===== src/lrop_pkg.sv =====
// constants, word type and behaviour summary for the line receive output port
// Operation
// - Mode picks negative-rail output meaning: negative marks (dual) or violations (single).
// - Dual-rail: positive marks on positive rail, negative marks on negative rail only.
// - Dual-rail: negative rail high one recovered-clock period per negative pulse.
// - Single-rail: violation output high at least one period per violation or zero run.
// - Recovered clock is output; rails change only on its rising edge or when they clear to 0 as the output goes idle.
// - Single-rail: violation output also changes only on recovered-clock rising edge or when the output goes idle.
// - Plus input above minus is a positive mark; below is a negative mark.
// - Single-rail: all received data serially on positive rail, one bit per period.
// - Dual-rail: positive rail high one recovered-clock period per positive pulse.
package lrop_pkg;
  localparam int CLK_PERIOD_NS = 4;
  localparam int OUT_PERIOD_NS = 32;
  localparam int OUT_DIV = (OUT_PERIOD_NS + CLK_PERIOD_NS - 1) / CLK_PERIOD_NS;
  localparam int OUT_HIGH = OUT_DIV / 2;
  localparam int EXZ_LIMIT = 3;
  localparam int BUF_DEPTH = 2;
  localparam int SYNC_W = 4;
  localparam int SYNC_CLK = 0;
  localparam int SYNC_PLUS = 1;
  localparam int SYNC_MINUS = 2;
  localparam int SYNC_MODE = 3;
  localparam logic [SYNC_W-1:0] SYNC_RESET = 4'h0;

  typedef struct packed {
    logic pos;
    logic neg;
    logic viol;
  } lrop_word_t;

  localparam lrop_word_t WORD_IDLE = 3'h0;
endpackage : lrop_pkg


===== src/lrop_rx.sv =====
// line receive output port: line sampler, violation detector, two-entry buffer, rail output
`timescale 1ns/100ps
module lrop_rx
  import lrop_pkg::*;
#(
  parameter int DIV = OUT_DIV,
  parameter int EXCESS_ZERO_EVENT = EXZ_LIMIT,
  parameter int DEPTH = BUF_DEPTH
) (
  input wire logic sys_clk,
  input wire logic rst_n,
  input wire logic line_clk,
  input wire logic line_input_plus,
  input wire logic line_input_minus,
  input wire logic single_rail_mode,
  input wire logic out_ready,
  output logic in_ready_out,
  output logic recovered_clock_out,
  output logic positive_rail_out,
  output logic neg_rail_or_violation_out
);
  localparam int PW = (DIV > 1) ? $clog2(DIV) : 1;
  localparam int AW = (DEPTH > 1) ? $clog2(DEPTH) : 1;
  localparam int CW = $clog2(DEPTH + 1);
  localparam int ZW = $clog2(EXCESS_ZERO_EVENT + 1);

  ////////////////////////////////////////////////////////////////////////////
  // synchronisers for the line clock, line data and mode pins
  logic [SYNC_W-1:0] sync1_r;
  logic [SYNC_W-1:0] sync2_r;
  logic [SYNC_W-1:0] pin_in;
  logic line_clk_d_r;

  assign pin_in = {single_rail_mode, line_input_minus, line_input_plus, line_clk};

  genvar gi;
  generate
    for (gi = 0; gi < SYNC_W; gi++) begin : g_sync
      always_ff @(posedge sys_clk or negedge rst_n) begin
        if (!rst_n) begin
          sync1_r[gi] <= SYNC_RESET[gi];
          sync2_r[gi] <= SYNC_RESET[gi];
        end else begin
          sync1_r[gi] <= pin_in[gi];
          sync2_r[gi] <= sync1_r[gi];
        end
      end
    end
  endgenerate

  always_ff @(posedge sys_clk or negedge rst_n) begin
    if (!rst_n) begin
      line_clk_d_r <= 1'b0;
    end else begin
      line_clk_d_r <= sync2_r[SYNC_CLK];
    end
  end

  logic bit_edge;
  logic mark_pos;
  logic mark_neg;
  logic mark_both;
  logic mode_single;

  assign bit_edge = sync2_r[SYNC_CLK] & ~line_clk_d_r;
  assign mark_pos = sync2_r[SYNC_PLUS] & ~sync2_r[SYNC_MINUS];
  assign mark_neg = sync2_r[SYNC_MINUS] & ~sync2_r[SYNC_PLUS];
  assign mark_both = sync2_r[SYNC_PLUS] & sync2_r[SYNC_MINUS];
  assign mode_single = sync2_r[SYNC_MODE];

  ////////////////////////////////////////////////////////////////////////////
  // violation and excessive-zero detection, no decoder: substitutions flag too
  logic last_neg_r;
  logic seen_mark_r;
  logic [ZW-1:0] zero_cnt_r;
  logic bpv;
  logic excess_zero_event;
  lrop_word_t wr_word;

  assign bpv = mark_both | (seen_mark_r & ((mark_pos & ~last_neg_r) | (mark_neg & last_neg_r)));
  assign excess_zero_event = ~mark_pos & ~mark_neg & ~mark_both & (zero_cnt_r == ZW'(EXCESS_ZERO_EVENT - 1));
  assign wr_word = '{pos: mark_pos, neg: mark_neg, viol: bpv | excess_zero_event};

  always_ff @(posedge sys_clk or negedge rst_n) begin
    if (!rst_n) begin
      last_neg_r <= 1'b0;
      seen_mark_r <= 1'b0;
      zero_cnt_r <= '0;
    end else if (bit_edge) begin
      if (mark_pos | mark_neg) begin
        last_neg_r <= mark_neg;
        seen_mark_r <= 1'b1;
      end
      if (mark_pos | mark_neg | mark_both) begin
        zero_cnt_r <= '0;
      end else if (zero_cnt_r != ZW'(EXCESS_ZERO_EVENT)) begin
        zero_cnt_r <= zero_cnt_r + ZW'(1);
      end
    end
  end

  ////////////////////////////////////////////////////////////////////////////
  // two-entry buffer; a word arriving while full is dropped, in_ready_out warns
  lrop_word_t mem_r [DEPTH];
  logic [AW-1:0] wr_ptr_r;
  logic [AW-1:0] rd_ptr_r;
  logic [CW-1:0] count_r;
  logic [CW-1:0] count_nxt;
  logic push;
  logic pop;
  logic slot_free;
  logic busy_r;
  logic [PW-1:0] phase_r;
  logic phase_end;
  lrop_word_t rd_word;

  assign rd_word = mem_r[rd_ptr_r];
  assign slot_free = (count_r != CW'(DEPTH));
  assign push = bit_edge & slot_free;
  assign phase_end = ~busy_r | (phase_r == PW'(DIV - 1));
  assign pop = phase_end & (count_r != '0) & out_ready;
  assign count_nxt = count_r + CW'(push) - CW'(pop);

  always_ff @(posedge sys_clk) begin
    if (push) begin
      mem_r[wr_ptr_r] <= wr_word;
    end
  end

  always_ff @(posedge sys_clk or negedge rst_n) begin
    if (!rst_n) begin
      wr_ptr_r <= '0;
      rd_ptr_r <= '0;
      count_r <= '0;
      in_ready_out <= 1'b0;
    end else begin
      if (push) begin
        wr_ptr_r <= (wr_ptr_r == AW'(DEPTH - 1)) ? '0 : wr_ptr_r + AW'(1);
      end
      if (pop) begin
        rd_ptr_r <= (rd_ptr_r == AW'(DEPTH - 1)) ? '0 : rd_ptr_r + AW'(1);
      end
      count_r <= count_nxt;
      in_ready_out <= (count_nxt != CW'(DEPTH));
    end
  end

  ////////////////////////////////////////////////////////////////////////////
  // rail output: gapped clock, rising edge carries the new bit
  always_ff @(posedge sys_clk or negedge rst_n) begin
    if (!rst_n) begin
      busy_r <= 1'b0;
      phase_r <= '0;
      recovered_clock_out <= 1'b0;
      positive_rail_out <= 1'b0;
      neg_rail_or_violation_out <= 1'b0;
    end else if (phase_end) begin
      phase_r <= '0;
      if (pop) begin
        busy_r <= 1'b1;
        recovered_clock_out <= 1'b1;
        positive_rail_out <= mode_single ? (rd_word.pos | rd_word.neg) : rd_word.pos;
        neg_rail_or_violation_out <= mode_single ? rd_word.viol : rd_word.neg;
      end else begin
        busy_r <= 1'b0;
        recovered_clock_out <= 1'b0;
        positive_rail_out <= 1'b0;
        neg_rail_or_violation_out <= 1'b0;
      end
    end else begin
      phase_r <= phase_r + PW'(1);
      if (phase_r == PW'(OUT_HIGH - 1)) begin
        recovered_clock_out <= 1'b0;
      end
    end
  end

  ////////////////////////////////////////////////////////////////////////////
  // checks
  mode_select_a: assert property (@(posedge sys_clk) disable iff (!rst_n)
    pop |=> neg_rail_or_violation_out == ($past(mode_single) ? $past(rd_word.viol) : $past(rd_word.neg)))
    else $error("negative rail meaning does not follow mode");
  rails_exclusive_a: assert property (@(posedge sys_clk) disable iff (!rst_n)
    (pop && !mode_single) |=> !(positive_rail_out && neg_rail_or_violation_out))
    else $error("both rails high in dual-rail mode");
  neg_one_period_a: assert property (@(posedge sys_clk) disable iff (!rst_n)
    ($rose(recovered_clock_out) && neg_rail_or_violation_out) |-> neg_rail_or_violation_out [*8])
    else $error("negative rail pulse shorter than one period");
  viol_pulse_a: assert property (@(posedge sys_clk) disable iff (!rst_n)
    (pop && mode_single && rd_word.viol) |=> neg_rail_or_violation_out [*8])
    else $error("violation not held for one period");
  pos_edge_only_a: assert property (@(posedge sys_clk) disable iff (!rst_n)
    $changed(positive_rail_out) |-> ($rose(recovered_clock_out) || !recovered_clock_out && !busy_r))
    else $error("positive rail changed off the clock edge");
  neg_edge_only_a: assert property (@(posedge sys_clk) disable iff (!rst_n)
    $changed(neg_rail_or_violation_out) |-> ($rose(recovered_clock_out) || !recovered_clock_out && !busy_r))
    else $error("negative rail changed off the clock edge");
  polarity_map_a: assert property (@(posedge sys_clk) disable iff (!rst_n)
    push |-> (wr_word.pos == (sync2_r[SYNC_PLUS] && !sync2_r[SYNC_MINUS]))
             && (wr_word.neg == (sync2_r[SYNC_MINUS] && !sync2_r[SYNC_PLUS])))
    else $error("line polarity mapped wrongly");
  single_data_a: assert property (@(posedge sys_clk) disable iff (!rst_n)
    (pop && mode_single) |=> positive_rail_out == ($past(rd_word.pos) || $past(rd_word.neg)))
    else $error("single-rail data missing on positive rail");
  pos_pulse_a: assert property (@(posedge sys_clk) disable iff (!rst_n)
    (pop && !mode_single && rd_word.pos) |=> positive_rail_out [*8])
    else $error("positive mark not one period on positive rail");
  clock_high_a: assert property (@(posedge sys_clk) disable iff (!rst_n)
    $rose(recovered_clock_out) |-> recovered_clock_out [*4] ##1 !recovered_clock_out)
    else $error("recovered clock high phase wrong");
  // equal halves keep the framer's falling-edge sample mid-bit
  clock_low_a: assert property (@(posedge sys_clk) disable iff (!rst_n)
    $fell(recovered_clock_out) |-> !recovered_clock_out [*4])
    else $error("recovered clock low phase too short");
  idle_clock_low_a: assert property (@(posedge sys_clk) disable iff (!rst_n)
    !busy_r |-> !recovered_clock_out)
    else $error("recovered clock high while output idle");
  buffer_bound_a: assert property (@(posedge sys_clk) disable iff (!rst_n)
    count_r <= CW'(DEPTH))
    else $error("buffer count past its depth");
endmodule : lrop_rx


===== config.mk =====
export PLATFORM = sky130hd
export DESIGN_NAME = lrop_rx
export DESIGN_NICKNAME = d
export VERILOG_FILES = /design/src/lrop_pkg.sv /design/src/lrop_rx.sv
export SDC_FILE = /design/constraint.sdc
export NUM_CORES = 1
export LEC_CHECK = 0
export BUFFER_PORTS_ARGS = -buffer_cell sky130_fd_sc_hd__buf_4
export CORE_MARGIN = 4
export CORE_UTILIZATION = 50
export CTS_CLUSTER_SIZE = 8
export DETAILED_ROUTE_END_ITERATION = 10
export GPL_ROUTABILITY_DRIVEN = 1
export MAX_ROUTING_LAYER = met4
export PLACE_DENSITY = 0.69
export SLEW_MARGIN = 20
export SYNTH_ARGS = -nofsm -noshare
export SYNTH_HDL_FRONTEND = slang
export SYNTH_SLANG_ARGS = --single-unit

===== constraint.sdc =====
create_clock -name sys_clk -period 4.75 [get_ports sys_clk]
set_input_delay 0.2375 -clock sys_clk [delete_from_list [all_inputs] [get_ports sys_clk]]
set_output_delay 0.2375 -clock sys_clk [all_outputs]
set_load 0.02 [all_outputs]

After elaboration in Yosys (flattened, before gate mapping):

Memory sizes are Yosys's and may differ from the RTL's.
Index checks and enable logic that the tools add are counted.

* memories: 1
* bits in read-only memories: 0
* RAM bits: 6
* bits in latches: 0
* bits in registers: 25

* magnitude comparators: 0
* $add $sub $neg: 6
* equality and inequality tests: 6
* mux-type cells: 14
* $mul: 0
* divide/modulo/power cells: 0
* bitwise gates (word level): 28
* shift operators: 0
* reduce and logical (&&, ||, !) cells: 5

Memories
* mem_r: words 2, width 3, read ports 1, clocked after Yosys merged registers in 0, write ports 1, RTL line lrop_rx.sv:104 `lrop_word_t mem_r [DEPTH];`

Operator list (count)
* bitwise AND 1 bit: 13
* two-way mux 1 bit: 11
* inverter 1 bit: 8
* bitwise OR 1 bit: 7
* inequality test 2 bit (second input constant): 3
* nonzero test 2 bit: 3
* two-way mux 2 bit: 2
* AND reduction 2 bit: 2
* adder 3 x 1 -> 3 bit (second input constant): 1
* == test 3 x 2 -> 1 bit (second input constant): 1
* == test 3 bit (second input constant): 1
* two-way mux 3 bit: 1
* adder 1 bit (second input constant): 2
* adder 2 x 1 -> 2 bit: 1
* adder 2 x 1 -> 2 bit (second input constant): 1
* == test 2 bit (second input constant): 1
* subtractor 2 x 1 -> 2 bit: 1

Depth between registers and ports, before layout:

Gate-level depths: netlist of run 1.

* depth in word-level cells: 7
* mapped depth: 10
* gate-level depth less buffers: 10

Least setup slack after synthesis of run 1:

Ideal clock, no wire load.

* path kind: register to register
* start: register phase_r[0]
* end: register in_ready_out
* required time: 4627 ps
* setup slack: 2677 ps
* arrival: 1950 ps
* path buffers: 0
* setup time: 123 ps
* stages on the path, launching flop included: 11
* cells stage by stage: dfrtp_1 ha_1 ha_1 nor2b_1 nor2_2 ha_1 inv_1 ha_1 xnor2_1 xnor2_1 nand2b_1

* cells in the longest elaborated chain, start to end: 6

Ends and longest elaborated chain
* start, declared: RTL line lrop_rx.sv:113 `logic [PW-1:0] phase_r;`
* start signal, assigned: RTL line lrop_rx.sv:171 `phase_r <= phase_r + PW'(1);`
* == test 3 bit: RTL line lrop_rx.sv:120 `assign phase_end = ~busy_r | (phase_r == PW'(DIV - 1));`
* bitwise OR 1 bit: RTL line lrop_rx.sv:120
* bitwise AND 1 bit (2 in series): RTL line lrop_rx.sv:121 `assign pop = phase_end & (count_r != '0) & out_ready;`
* named net pop: RTL line lrop_rx.sv:110 `logic pop;`
* subtractor 2 x 1 -> 2 bit: RTL line lrop_rx.sv:122 `assign count_nxt = count_r + CW'(push) - CW'(pop);`
* named net count_nxt[1]: RTL line lrop_rx.sv:108 `logic [CW-1:0] count_nxt;`
* inequality test 2 bit: RTL line lrop_rx.sv:144 `in_ready_out <= (count_nxt != CW'(DEPTH));`
* end signal, assigned: RTL line lrop_rx.sv:144
* end, declared: RTL line lrop_rx.sv:17 `output logic in_ready_out,`

The timed path passes the listed nets, and every way through them passes these cells.
A chain may end at the register's enable or synchronous reset.

Worst setup path in the final report of run 1:

Same ends and word-level chain as after synthesis.

==> results of run 1 <==
[cells by family (layout without fill, tap and decap cells)]
family          count (synthesis)  after routing  synth area share [%]
compound gates                 11             11                 6.366
xor+xnor                        4              4                 2.875
fa+ha+maj                      11             11                 11.29
buf+inv                         9             32                 2.772
flops                          31             31                 66.12
mux                             4              4                 4.517
simple gates                   14             14                 6.058
[worst max-delay path, stage by stage, from the launching register on]
cell and delay [ps]:
dfrtp_1 400, ha_1 220, ha_1 200, nor2b_1 310, nor2_2 140, ha_1 300
inv_1 40, ha_1 170, xnor2_1 180, xnor2_1 160, nand2b_1 80
[power groups by stage]
| stage | clock (mW) | combinational [mW] | sequential (mW) |
|---|---|---|---|
| 3_3_place_gp | 0 | 0.186 | 0.376 |
| 6_report | 0.194 | 0.191 | 0.374 |
| 2_1_floorplan | 0 | 0.124 | 0.383 |
| 4_1_cts | 0.199 | 0.196 | 0.375 |
| 5_1_grt | 0.212 | 0.221 | 0.383 |
| 3_5_place_dp | 0 | 0.191 | 0.380 |
[flip-flops by register name (all words and copies together) (netlist names), 2 cells and up]
signal,cells
zero_cnt_r,2
sync2_r,3
count_r,2
sync1_r,4
phase_r,3
mem_r,6
[worst max-delay path by stage]
stage,depth (start not counted),start,to
CTS,10,phase_r[0],in_ready_out
floorplan,10,phase_r[0],in_ready_out
finish,10,phase_r[0],in_ready_out
detailed placement,10,phase_r[0],in_ready_out
global placement,10,phase_r[0],in_ready_out
global route,10,phase_r[0],in_ready_out
[per-layer routing]
layer	part of all wire, %	GRT usage (%)
met2	49	23.23
met5	0	-
met1	42	15.40
met4	2.8	8.940
met3	5.9	6.787
[stage by stage]
stage	worst slack (ps)	utilization (%)	instance area, µm²	hold WS, ps	power [mW]
global route	2201	64.16	1460	262.5	0.8150
CTS	2430	64.16	1460	231.3	0.7689
global placement	2583	58.38	1329	154.3	0.5626
detailed placement	2455	58.38	1329	161.9	0.5711
floorplan	2677	-	1219	-58.09	0.5073
finish	2435	64.16	1460	245.6	0.7585
[final cells by class]
cell class / count / area, µm²
inverters: 9 / 33.78
clock inverters: 1 / 5.005
flip-flops and latches: 31 / 805.8
fillers: 167 / 815.8
multi-input cells: 44 / 379.1
repair buffers: 15 / 125.1
well taps: 28 / 35.03
clock buffers: 7 / 76.32
[cells in the mapped netlist]
cell type,instances,area (µm²)
xnor2_1,3,26.28
a211oi_1,1,7.510
nand3b_1,1,7.510
a31o_2,1,8.760
nor2b_1,2,12.51
mux4_2,1,22.52
nor2_2,1,6.260
o22ai_1,1,6.260
nor2_1,4,15.01
o21ai_1,1,5.000
mux2_2,2,22.52
ha_1,11,137.6
dfrtp_1,25,625.6
nand2_1,2,7.510
and2_1,1,6.260
mux2i_1,1,10.01
xor2_1,1,8.760
a22o_1,2,17.52
o21ai_0,1,5.000
a221o_1,1,10.01
a21oi_1,2,10.01
edfxtp_1,6,180.2
a21boi_0,1,7.510
nand2b_1,3,18.77
inv_1,9,33.78
[timing repair]
item | 4_1_cts | 5_1_grt
hold buffers | 5 | 0
endpoints found under the setup margin | 0 | 0
hold endpoints to repair | 29 | 0
==> metrics.md, run 1 <==
| Metric | Value |
|---|---|
| Final setup vio count | 0 |
| Setup TNS | 0 ps |
| Initial antenna violation count | 0 |
| Starting DRC count in detailed routing | 14 |
| WS Path Type | reg2reg |
| Initial Util | 53.55% |
| CP arrival | 2530 ps |
| Reg-to-Reg End | in_ready_out |
| Share of layout cells above drive strength 1 | 21.50% |
| Reg2Reg Depth | 10 |
| Worst skew pair latency | 330 ps |
| Diode count | 0 |
| Core area | 0.002276 mm² |
| Total number of yosys warnings | 0 |
| Worst Setup Start Kind | flop |
| Combinational Power Share | 25.2% |
| P_sw | 0.2257 mW |
| Ratio of total power to cell area | 519.5 mW/mm² |
| Clock share of power | 25.5% |
| Synth-to-layout area growth | 19.82% |
| Measured slew at the worst slew-check pin | 357.3 ps |
| Reg2reg setup slack | 2440 ps |
| VDD IR max | 0.3804 mV |
| Via count | 676 |
| HPWL Detailed | 1.313 mm |
| Commonest non-fill, non-tap cells in the layout | dfrtp_1, ha_1, buf_4 |
| Final GP Congestion | 0.6925 |
| Placed instance count | 122 |
| Clk slew on worst S/H paths | 100 ps |
| Clk root buf | clkbuf_4 |
| DRC | 0 |
| First-pass GRT wire length | 3.401 mm |
| Cts bufs inserted | 5 |
| CP Max Fanout | 5 |
| DRT antenna net count | 0 |
| Largest net degree at the start of global routing | 26 |
| Sink Count | 31 |
| TritonCTS clock tree | done |
| CP Data Required Time | 4960 ps |
| Nets | 124 |
| Most common cell after layout, fill and taps aside | dfrtp_1 |
| Die area | 0.003291 mm² |
| Routed len/inst | 13.82 µm |
| Worst reg2reg startpoint | phase_r[0] |
| Fin crit share | 48.73% |
| Cell variety after synth | 25 |
| Hold Crit Class | in2reg |
| Row Count | 17 |
| Die Wd | 57.37 µm |
| Outcome | finished, final reports clean |
| Mean Syn Cell Area | 14.51 µm² |
| Internal power | 0.5328 mW |
| RSZ-0062 raised after global routing | false |
| Gr usage total | 14.96% |
| PortBufs | 10 |
| Synth Net Count | 102 |
| Vias in the first global route | 754 |
| FMAX | 0.4320 GHz |
| Fin Clk Skew | 8.754 ps |
| MaxCap Viol Count | 0 |
| Worst Hold Path EP | busy_r |
| Hold depth | 3 |
| CP Capture Type | flop |
| Yosys reg bits | 31 |
| Hold Fails Final Rpt | 0 |
| Final wirelength | 1.866 mm |
| Setup Buffers After CTS | 0 |
| Worst slew margin | 75.93% |
| Sequential power share | 49.3% |
| Max-slew violations | 0 |
| Switching Fraction | 29.75% |
| Drt pass-1 iters | 4 |
| Routed vias/inst | 5.007 |
| Clock Path Buffers | 2 |
| Leakage | 0.6826 nW |
| Hold_sp | out_ready |
| Non-filler instance count after layout | 135 |
| Cell Area, Synth | 0.001219 mm² |
| Max H-tree Level | 2 |
| GRT Residual Overflow | 0 |
| Resize count post-CTS | 0 |
| Ports | 11 |
| Final min period | 2315 ps |
| Synthesized instance count | 84 |
| Sequential fraction of the synthesis area | 66.12% |
| Die height | 57.37 µm |
Note: power is estimated with default switching activity, not from simulation.
==> run 2, diff against run 1 <==
Settings changed: PLACE_DENSITY 0.69 to 0.72.
Clock period 4.75 ns to 2.1 ns, I/O delays scaled along.
==> run 2 against run 1 <==
Effect of this change:
- clock power up 130%
- global-route usage down 1.2 points
- first-iteration DRC count down 36%
- critical path type unchanged
- largest cell class unchanged
==> metrics.md, run 2 (synthesis results as in run 1) <==
| Metric | Value |
|---|---|
| Outcome | finished, final reports clean |
| Gr usage total | 13.71% (-1.2 points) |
| Critical path's largest stage delay | 390 ps (about the same) |
| Clk root buf | clkbuf_4 |
| Share of layout cells above drive strength 1 | 25.69% (+4.2 points) |
| Clock Path Buffers | 2 (unchanged) |
| Die area | 0.003291 mm² (unchanged) |
| VDD IR max | 0.6924 mV (+82%) |
| RSZ-0062 raised after global routing | false |
| Reg-to-Reg End | in_ready_out |
| Initial Util | 53.55% (unchanged) |
| Combinational Power Share | 27.1% (+1.9 points) |
| Leakage | 0.6889 nW (+0.91%) |
| Worst slew margin | 77.87% (+1.9 points) |
| Sequential power share | 47.9% (-1.4 points) |
| DRT antenna net count | 0 (unchanged) |
| Reg2reg setup slack | 150 ps (-2280 ps) |
| GRT Residual Overflow | 0 (unchanged) |
| Initial antenna violation count | 0 (unchanged) |
| Max reg flops | 6 (unchanged) |
| Ports | 11 (unchanged) |
| Placed instance count | 124 (+1.6%) |
| Max H-tree Level | 2 (unchanged) |
| Worst Setup Start Kind | flop |
| Die Wd | 57.37 µm (unchanged) |
| Largest net degree at the start of global routing | 26 (unchanged) |
| Routed len/inst | 12.82 µm (-7.3%) |
| Switching Fraction | 28.74% (-1.0 points) |
| Internal power | 1.252 mW (+130%) |
| Final setup vio count | 0 (unchanged) |
| CP max-delay cell | dfrtp_1 |
| Reg with most FFs | mem_r |
| FMAX | 0.5140 GHz (+19%) |
| Hold Fails Final Rpt | 0 (unchanged) |
| TritonCTS clock tree | done |
| HPWL Detailed | 1.293 mm (-1.5%) |
| Max-slew violations | 0 (unchanged) |
| WS Path Type | reg2reg |
| MaxCap Viol Count | 0 (unchanged) |
| Hold_sp | out_ready |
| Final wirelength | 1.756 mm (-5.9%) |
| Clock share of power | 25.0% (-0.5 points) |
| Fin Clk Skew | 9.926 ps (+1.172 ps) |
| Most common cell after layout, fill and taps aside | dfrtp_1 |
| Measured slew at the worst slew-check pin | 328.5 ps (-28.79 ps) |
| Non-filler instance count after layout | 137 (+1.5%) |
| Hold depth | 3 (unchanged) |
| CP Data Required Time | 2320 ps (-2640 ps) |
| Die height | 57.37 µm (unchanged) |
| Starting DRC count in detailed routing | 9 (-5) |
| Setup TNS | 0 ps (unchanged) |
| Drt pass-1 iters | 3 (-1) |
| Worst Hold Path EP | busy_r |
| Core area | 0.002276 mm² (unchanged) |
| DRC | 0 (unchanged) |
| Reg2Reg Depth | 10 (unchanged) |
| CP arrival | 2160 ps (-370 ps) |
| Via count | 677 (+0.15%) |
| Row Count | 17 (unchanged) |
| Worst skew pair latency | 320 ps (about the same) |
| CP Capture Type | flop |
| Nets | 126 (+1.6%) |
| Ratio of total power to cell area | 1183 mW/mm² (+130%) |
| Diode count | 0 (unchanged) |
| P_sw | 0.5048 mW (+120%) |
| Synth-to-layout area growth | 21.87% |
| Largest regs | mem_r (6), sync1_r (4) |
| Worst reg2reg startpoint | phase_r[0] |
| Worst-path cell chain | ha_2 -> ha_1 -> nor2b_2 -> nor2_2 -> ha_1 -> inv_1 -> ha_2 -> xnor2_2 -> xnor2_1 -> nand2b_1 |
| Final min period | 1945 ps (-369.3 ps) |
| First-pass GRT wire length | 3.215 mm (-5.5%) |
| Hold Crit Class | in2reg |
| CP Max Fanout | 2 (-3) |
| Fin crit share | 92.64% (+44 points) |
| PortBufs | 10 (unchanged) |
| Clk slew on worst S/H paths | 100 ps (about the same) |
| Final GP Congestion | 0.6815 (-1.6%) |
| Vias in the first global route | 754 (unchanged) |
| Routed vias/inst | 4.942 (-1.3%) |
| Filler Cell Count | 163 (-2.4%) |
| Commonest non-fill, non-tap cells in the layout | dfrtp_1, buf_4, inv_1, ha_1, edfxtp_1 |
| Cts bufs inserted | 5 (unchanged) |
| Sink Count | 31 (unchanged) |
==> run 2: how the worst max path moves through the flow <==
stage | from | end | slack [ps] | cells past startpoint
detailed placement | phase_r[0] | in_ready_out | 80 | 10
floorplan | phase_r[0] | in_ready_out | 30 | 10
global route | phase_r[0] | in_ready_out | 10 | 10
global placement | phase_r[0] | in_ready_out | 130 | 10
CTS | phase_r[0] | in_ready_out | 80 | 10
finish | phase_r[0] | in_ready_out | 150 | 10
==> run 2: per-layer routing <==
metal	part of all wire, %	wire length (µm)	GRT usage, %	up-vias
met5	0	0	-	-
met4	1.7	30	8.940	0
met3	4.7	83	4.751	4
met2	52	906	21.13	15
met1	42	736	14.89	326
li1	-	-	-	332
==> run 2: layout make-up <==
cell class                      count  area [µm²]  share of cell area (%)
Clock inverter                      3       38.79                   2.612
Sequential cell                    31       805.8                   54.25
Tap cell                           28       35.03                   2.359
Timing Repair Buffer               17       140.1                   9.436
Inverter                            9       33.78                   2.275
Multi-Input combinational cell     44       394.1                   26.54
Clock buffer                        5       37.54                   2.527
==> run 2: critical path, delay by kind of cell, from the launching register on <==
family                     cells  cell delay, ps
adders and majority gates      4             820
DFF                            1             390
xor gates and xnor gates       2             320
and+or+nand+nor                3             270
buffers and inverters          1              40
==> run 2: repair_timing <==
item,CTS,global route
buffers inserted,0,0
setup endpoints to repair,0,1
resized for setup,0,4
hold buffers,5,0
endpoints found under the hold margin,29,0
==> run 2: power by group through the flow <==
stage          combinational (mW)  sequential [mW]  clock [mW]
4_1_cts                     0.462            0.845       0.458
2_1_floorplan               0.281            0.867           0
5_1_grt                     0.540            0.861       0.490
6_report                    0.476            0.842       0.439
3_3_place_gp                0.438            0.848           0
3_5_place_dp                0.451            0.858           0
==> run 2: stage by stage <==
stage	setup WS [ps]	util, %	hold slack [ps]	power, mW	area [µm²]
finish	154.5	65.26	108.6	1.757	1485
global route	14.38	65.26	101.1	1.891	1485
CTS	84.83	64.60	89.18	1.765	1470
detailed placement	83.37	59.04	23.46	1.309	1344
global placement	132.6	59.04	20.20	1.286	1344
floorplan	27.21	-	-190.6	1.147	1219
==> run 3, diff against run 2 <==
Settings changed: CELL_PAD_IN_SITES_DETAIL_PLACEMENT set to 2, CELL_PAD_IN_SITES_GLOBAL_PLACEMENT set to 2, CORE_UTILIZATION 50 to 36.
==> run 3 against run 2 <==
Effect of this change:
- global-route usage down 1.4 points
- fmax down 1.7%
- clock power down 27%
- non-clock buffer count up 2
- wire length up 22%
- highest routed layer unchanged
==> metrics.md, run 3 (synthesis results as in run 1) <==
| Metric | Value |
|---|---|
| Outcome | finished, final reports clean |
| TritonCTS clock tree | done |
| Max H-tree Level | 2 (unchanged) |
| Die Wd | 66.18 µm (+15%) |
| Final min period | 1980 ps (+34.28 ps) |
| Die area | 0.004380 mm² (+33%) |
| Worst Hold Path EP | busy_r |
| Sink Count | 31 (unchanged) |
| Most common cell on crit path | ha_2 |
| Critical path's largest stage delay | 390 ps (about the same) |
| DRT antenna net count | 0 (unchanged) |
| CP arrival | 2200 ps (+40 ps) |
| Via count | 708 (+4.6%) |
| Non-filler instance count after layout | 155 (+13%) |
| Max-slew violations | 0 (unchanged) |
| Fin Clk Skew | 12.85 ps (+2.926 ps) |
| Worst slew margin | 74.86% (-3.0 points) |
| Final instance area | 0.001510 mm² (+1.7%) |
| Share of layout cells above drive strength 1 | 26.13% (+0.44 points) |
| Drt pass-1 iters | 4 (+1) |
| Max reg flops | 6 (unchanged) |
| Clk slew on worst S/H paths | 90 ps (about the same) |
| Worst reg2reg startpoint | phase_r[0] |
| WS Path Type | reg2reg |
| Placed instance count | 141 (+14%) |
| Final GP Congestion | 0.7141 (+4.8%) |
| CP Capture Type | flop |
| DRC | 0 (unchanged) |
| Fin crit share | 94.27% (+1.6 points) |
| Routed len/inst | 13.83 µm (+7.9%) |
| Routed vias/inst | 4.568 (-7.6%) |
| Ports | 11 (unchanged) |
| Leakage | 0.6896 nW (+0.11%) |
| Nets | 128 (+1.6%) |
| Fin util | 47.90% (-17 points) |
| First-pass GRT wire length | 3.705 mm (+15%) |
| FMAX | 0.5051 GHz (-1.7%) |
| VDD IR max | 0.5489 mV (-21%) |
| Diode count | 0 (unchanged) |
| Final wirelength | 2.143 mm (+22%) |
| Placed Area | 0.001371 mm² (+2.0%) |
| Reg2reg setup slack | 120 ps (-30 ps) |
| RSZ-0062 raised after global routing | false |
| Reg with most FFs | mem_r |
| Largest net degree at the start of global routing | 26 (unchanged) |
| Hold Fails Final Rpt | 0 (unchanged) |
| Most common cell after layout, fill and taps aside | dfrtp_1 |
| Core area | 0.003153 mm² (+39%) |
| Final setup vio count | 0 (unchanged) |
| Die height | 66.18 µm (+15%) |
| Ratio of total power to cell area | 1128 mW/mm² (-4.6%) |
| MaxCap Viol Count | 0 (unchanged) |
| Hold depth | 3 (unchanged) |
| Cts bufs inserted | 5 (unchanged) |
| Measured slew at the worst slew-check pin | 374.6 ps (+46.07 ps) |
| CP Max Fanout | 2 (unchanged) |
| PortBufs | 10 (unchanged) |
| Clock Path Buffers | 2 (unchanged) |
| HPWL Detailed | 1.524 mm (+18%) |
| Worst Setup Start Kind | flop |
| CP max-delay cell | dfrtp_1 |
| Hold_sp | out_ready |
| Initial antenna violation count | 0 (unchanged) |
| GRT Residual Overflow | 0 (unchanged) |
| Vias in the first global route | 819 (+8.6%) |
| Synth-to-layout area growth | 23.92% |
| Clk root buf | clkbuf_4 |
| Hold Crit Class | in2reg |
| Worst skew pair latency | 330 ps (about the same) |
| Worst-path cell chain | ha_2 -> ha_4 -> nor2b_4 -> nor2_2 -> ha_1 -> inv_1 -> ha_2 -> xnor2_2 -> xnor2_1 -> nand2b_1 |
| Starting DRC count in detailed routing | 16 (+7) |
| Commonest non-fill, non-tap cells in the layout | dfrtp_1, buf_4, inv_1 |
| Row Count | 20 (+3) |
| Reg-to-Reg End | in_ready_out |
| Gr usage total | 12.36% (-1.4 points) |
| Initial Util | 38.65% (-15 points) |
| CP Data Required Time | 2320 ps (about the same) |
| Largest regs | mem_r (6), sync1_r (4) |
| Reg2Reg Depth | 10 (unchanged) |
[run 3: cell count changes in the layout (fill, tap and decap cells not counted), sizes merged]
cell	previous run	this run
clkinv	2	0
clkbuf	5	8
bufinv	1	0
buf	12	14
[run 3: critical path, delay by kind of cell, from the launching register on]
family / cells / cell delay, ps
adder cells (fa/ha/maj): 4 / 850
XOR/XNOR: 2 / 320
buffers and inverters: 1 / 50
AND/OR/NAND/NOR: 3 / 270
flip-flops: 1 / 390
[run 3: metrics by stage]
stage / setup TNS, ps / total power [mW] / worst slack [ps] / hold slack (ps)
after floorplan: 0 / 1.147 / 27.21 / -190.6
after global placement: 0 / 1.303 / 92.72 / 29.49
after detailed placement: -16.47 / 1.334 / -16.47 / 32.14
after CTS: 0 / 1.694 / 12.02 / 77.50
after global routing: 0 / 1.850 / 16.02 / 91.98
final: 0 / 1.703 / 120.2 / 80.33
[run 3: layout make-up]
class                   count  area (µm²)
fillers                   327        1643
well taps                  44       55.05
multi-input cells          44       411.6
inverters                   9       33.78
flip-flops and latches     31       805.8
clock buffers               8       48.80
repair buffers             19       155.1
[run 3: where the power goes]
group          internal, mW  switching (mW)
Combinational         0.281           0.250
Clock                 0.133           0.187
Sequential            0.757          0.0944
Total                  1.17           0.532
[run 3: what timing repair did]
item                       in CTS  in global routing
pin swaps                       2                  1
resized for setup               3                  4
hold buffers                    5                  0
setup endpoints to repair       1                  2
hold endpoints to repair       29                  0
setup buffers                   0                  1
[run 3: routing by layer]
metal	part of all wire (%)	up-vias	global-route usage [%]	wire, µm
met5	0	-	-	0
met4	2.3	0	6.853	50
met3	4.9	7	5.102	104
met2	53	17	19.70	1127
met1	40	350	12.92	861
li1	-	334	-	-
[run 3: worst max-delay path by stage]
stage | startpoint | end | slack, ps
5_1_grt | phase_r[0] | in_ready_out | 20
3_5_place_dp | phase_r[0] | in_ready_out | -20
6_report | phase_r[0] | in_ready_out | 120
4_1_cts | phase_r[0] | in_ready_out | 10
3_3_place_gp | phase_r[0] | in_ready_out | 90
2_1_floorplan | phase_r[0] | in_ready_out | 30
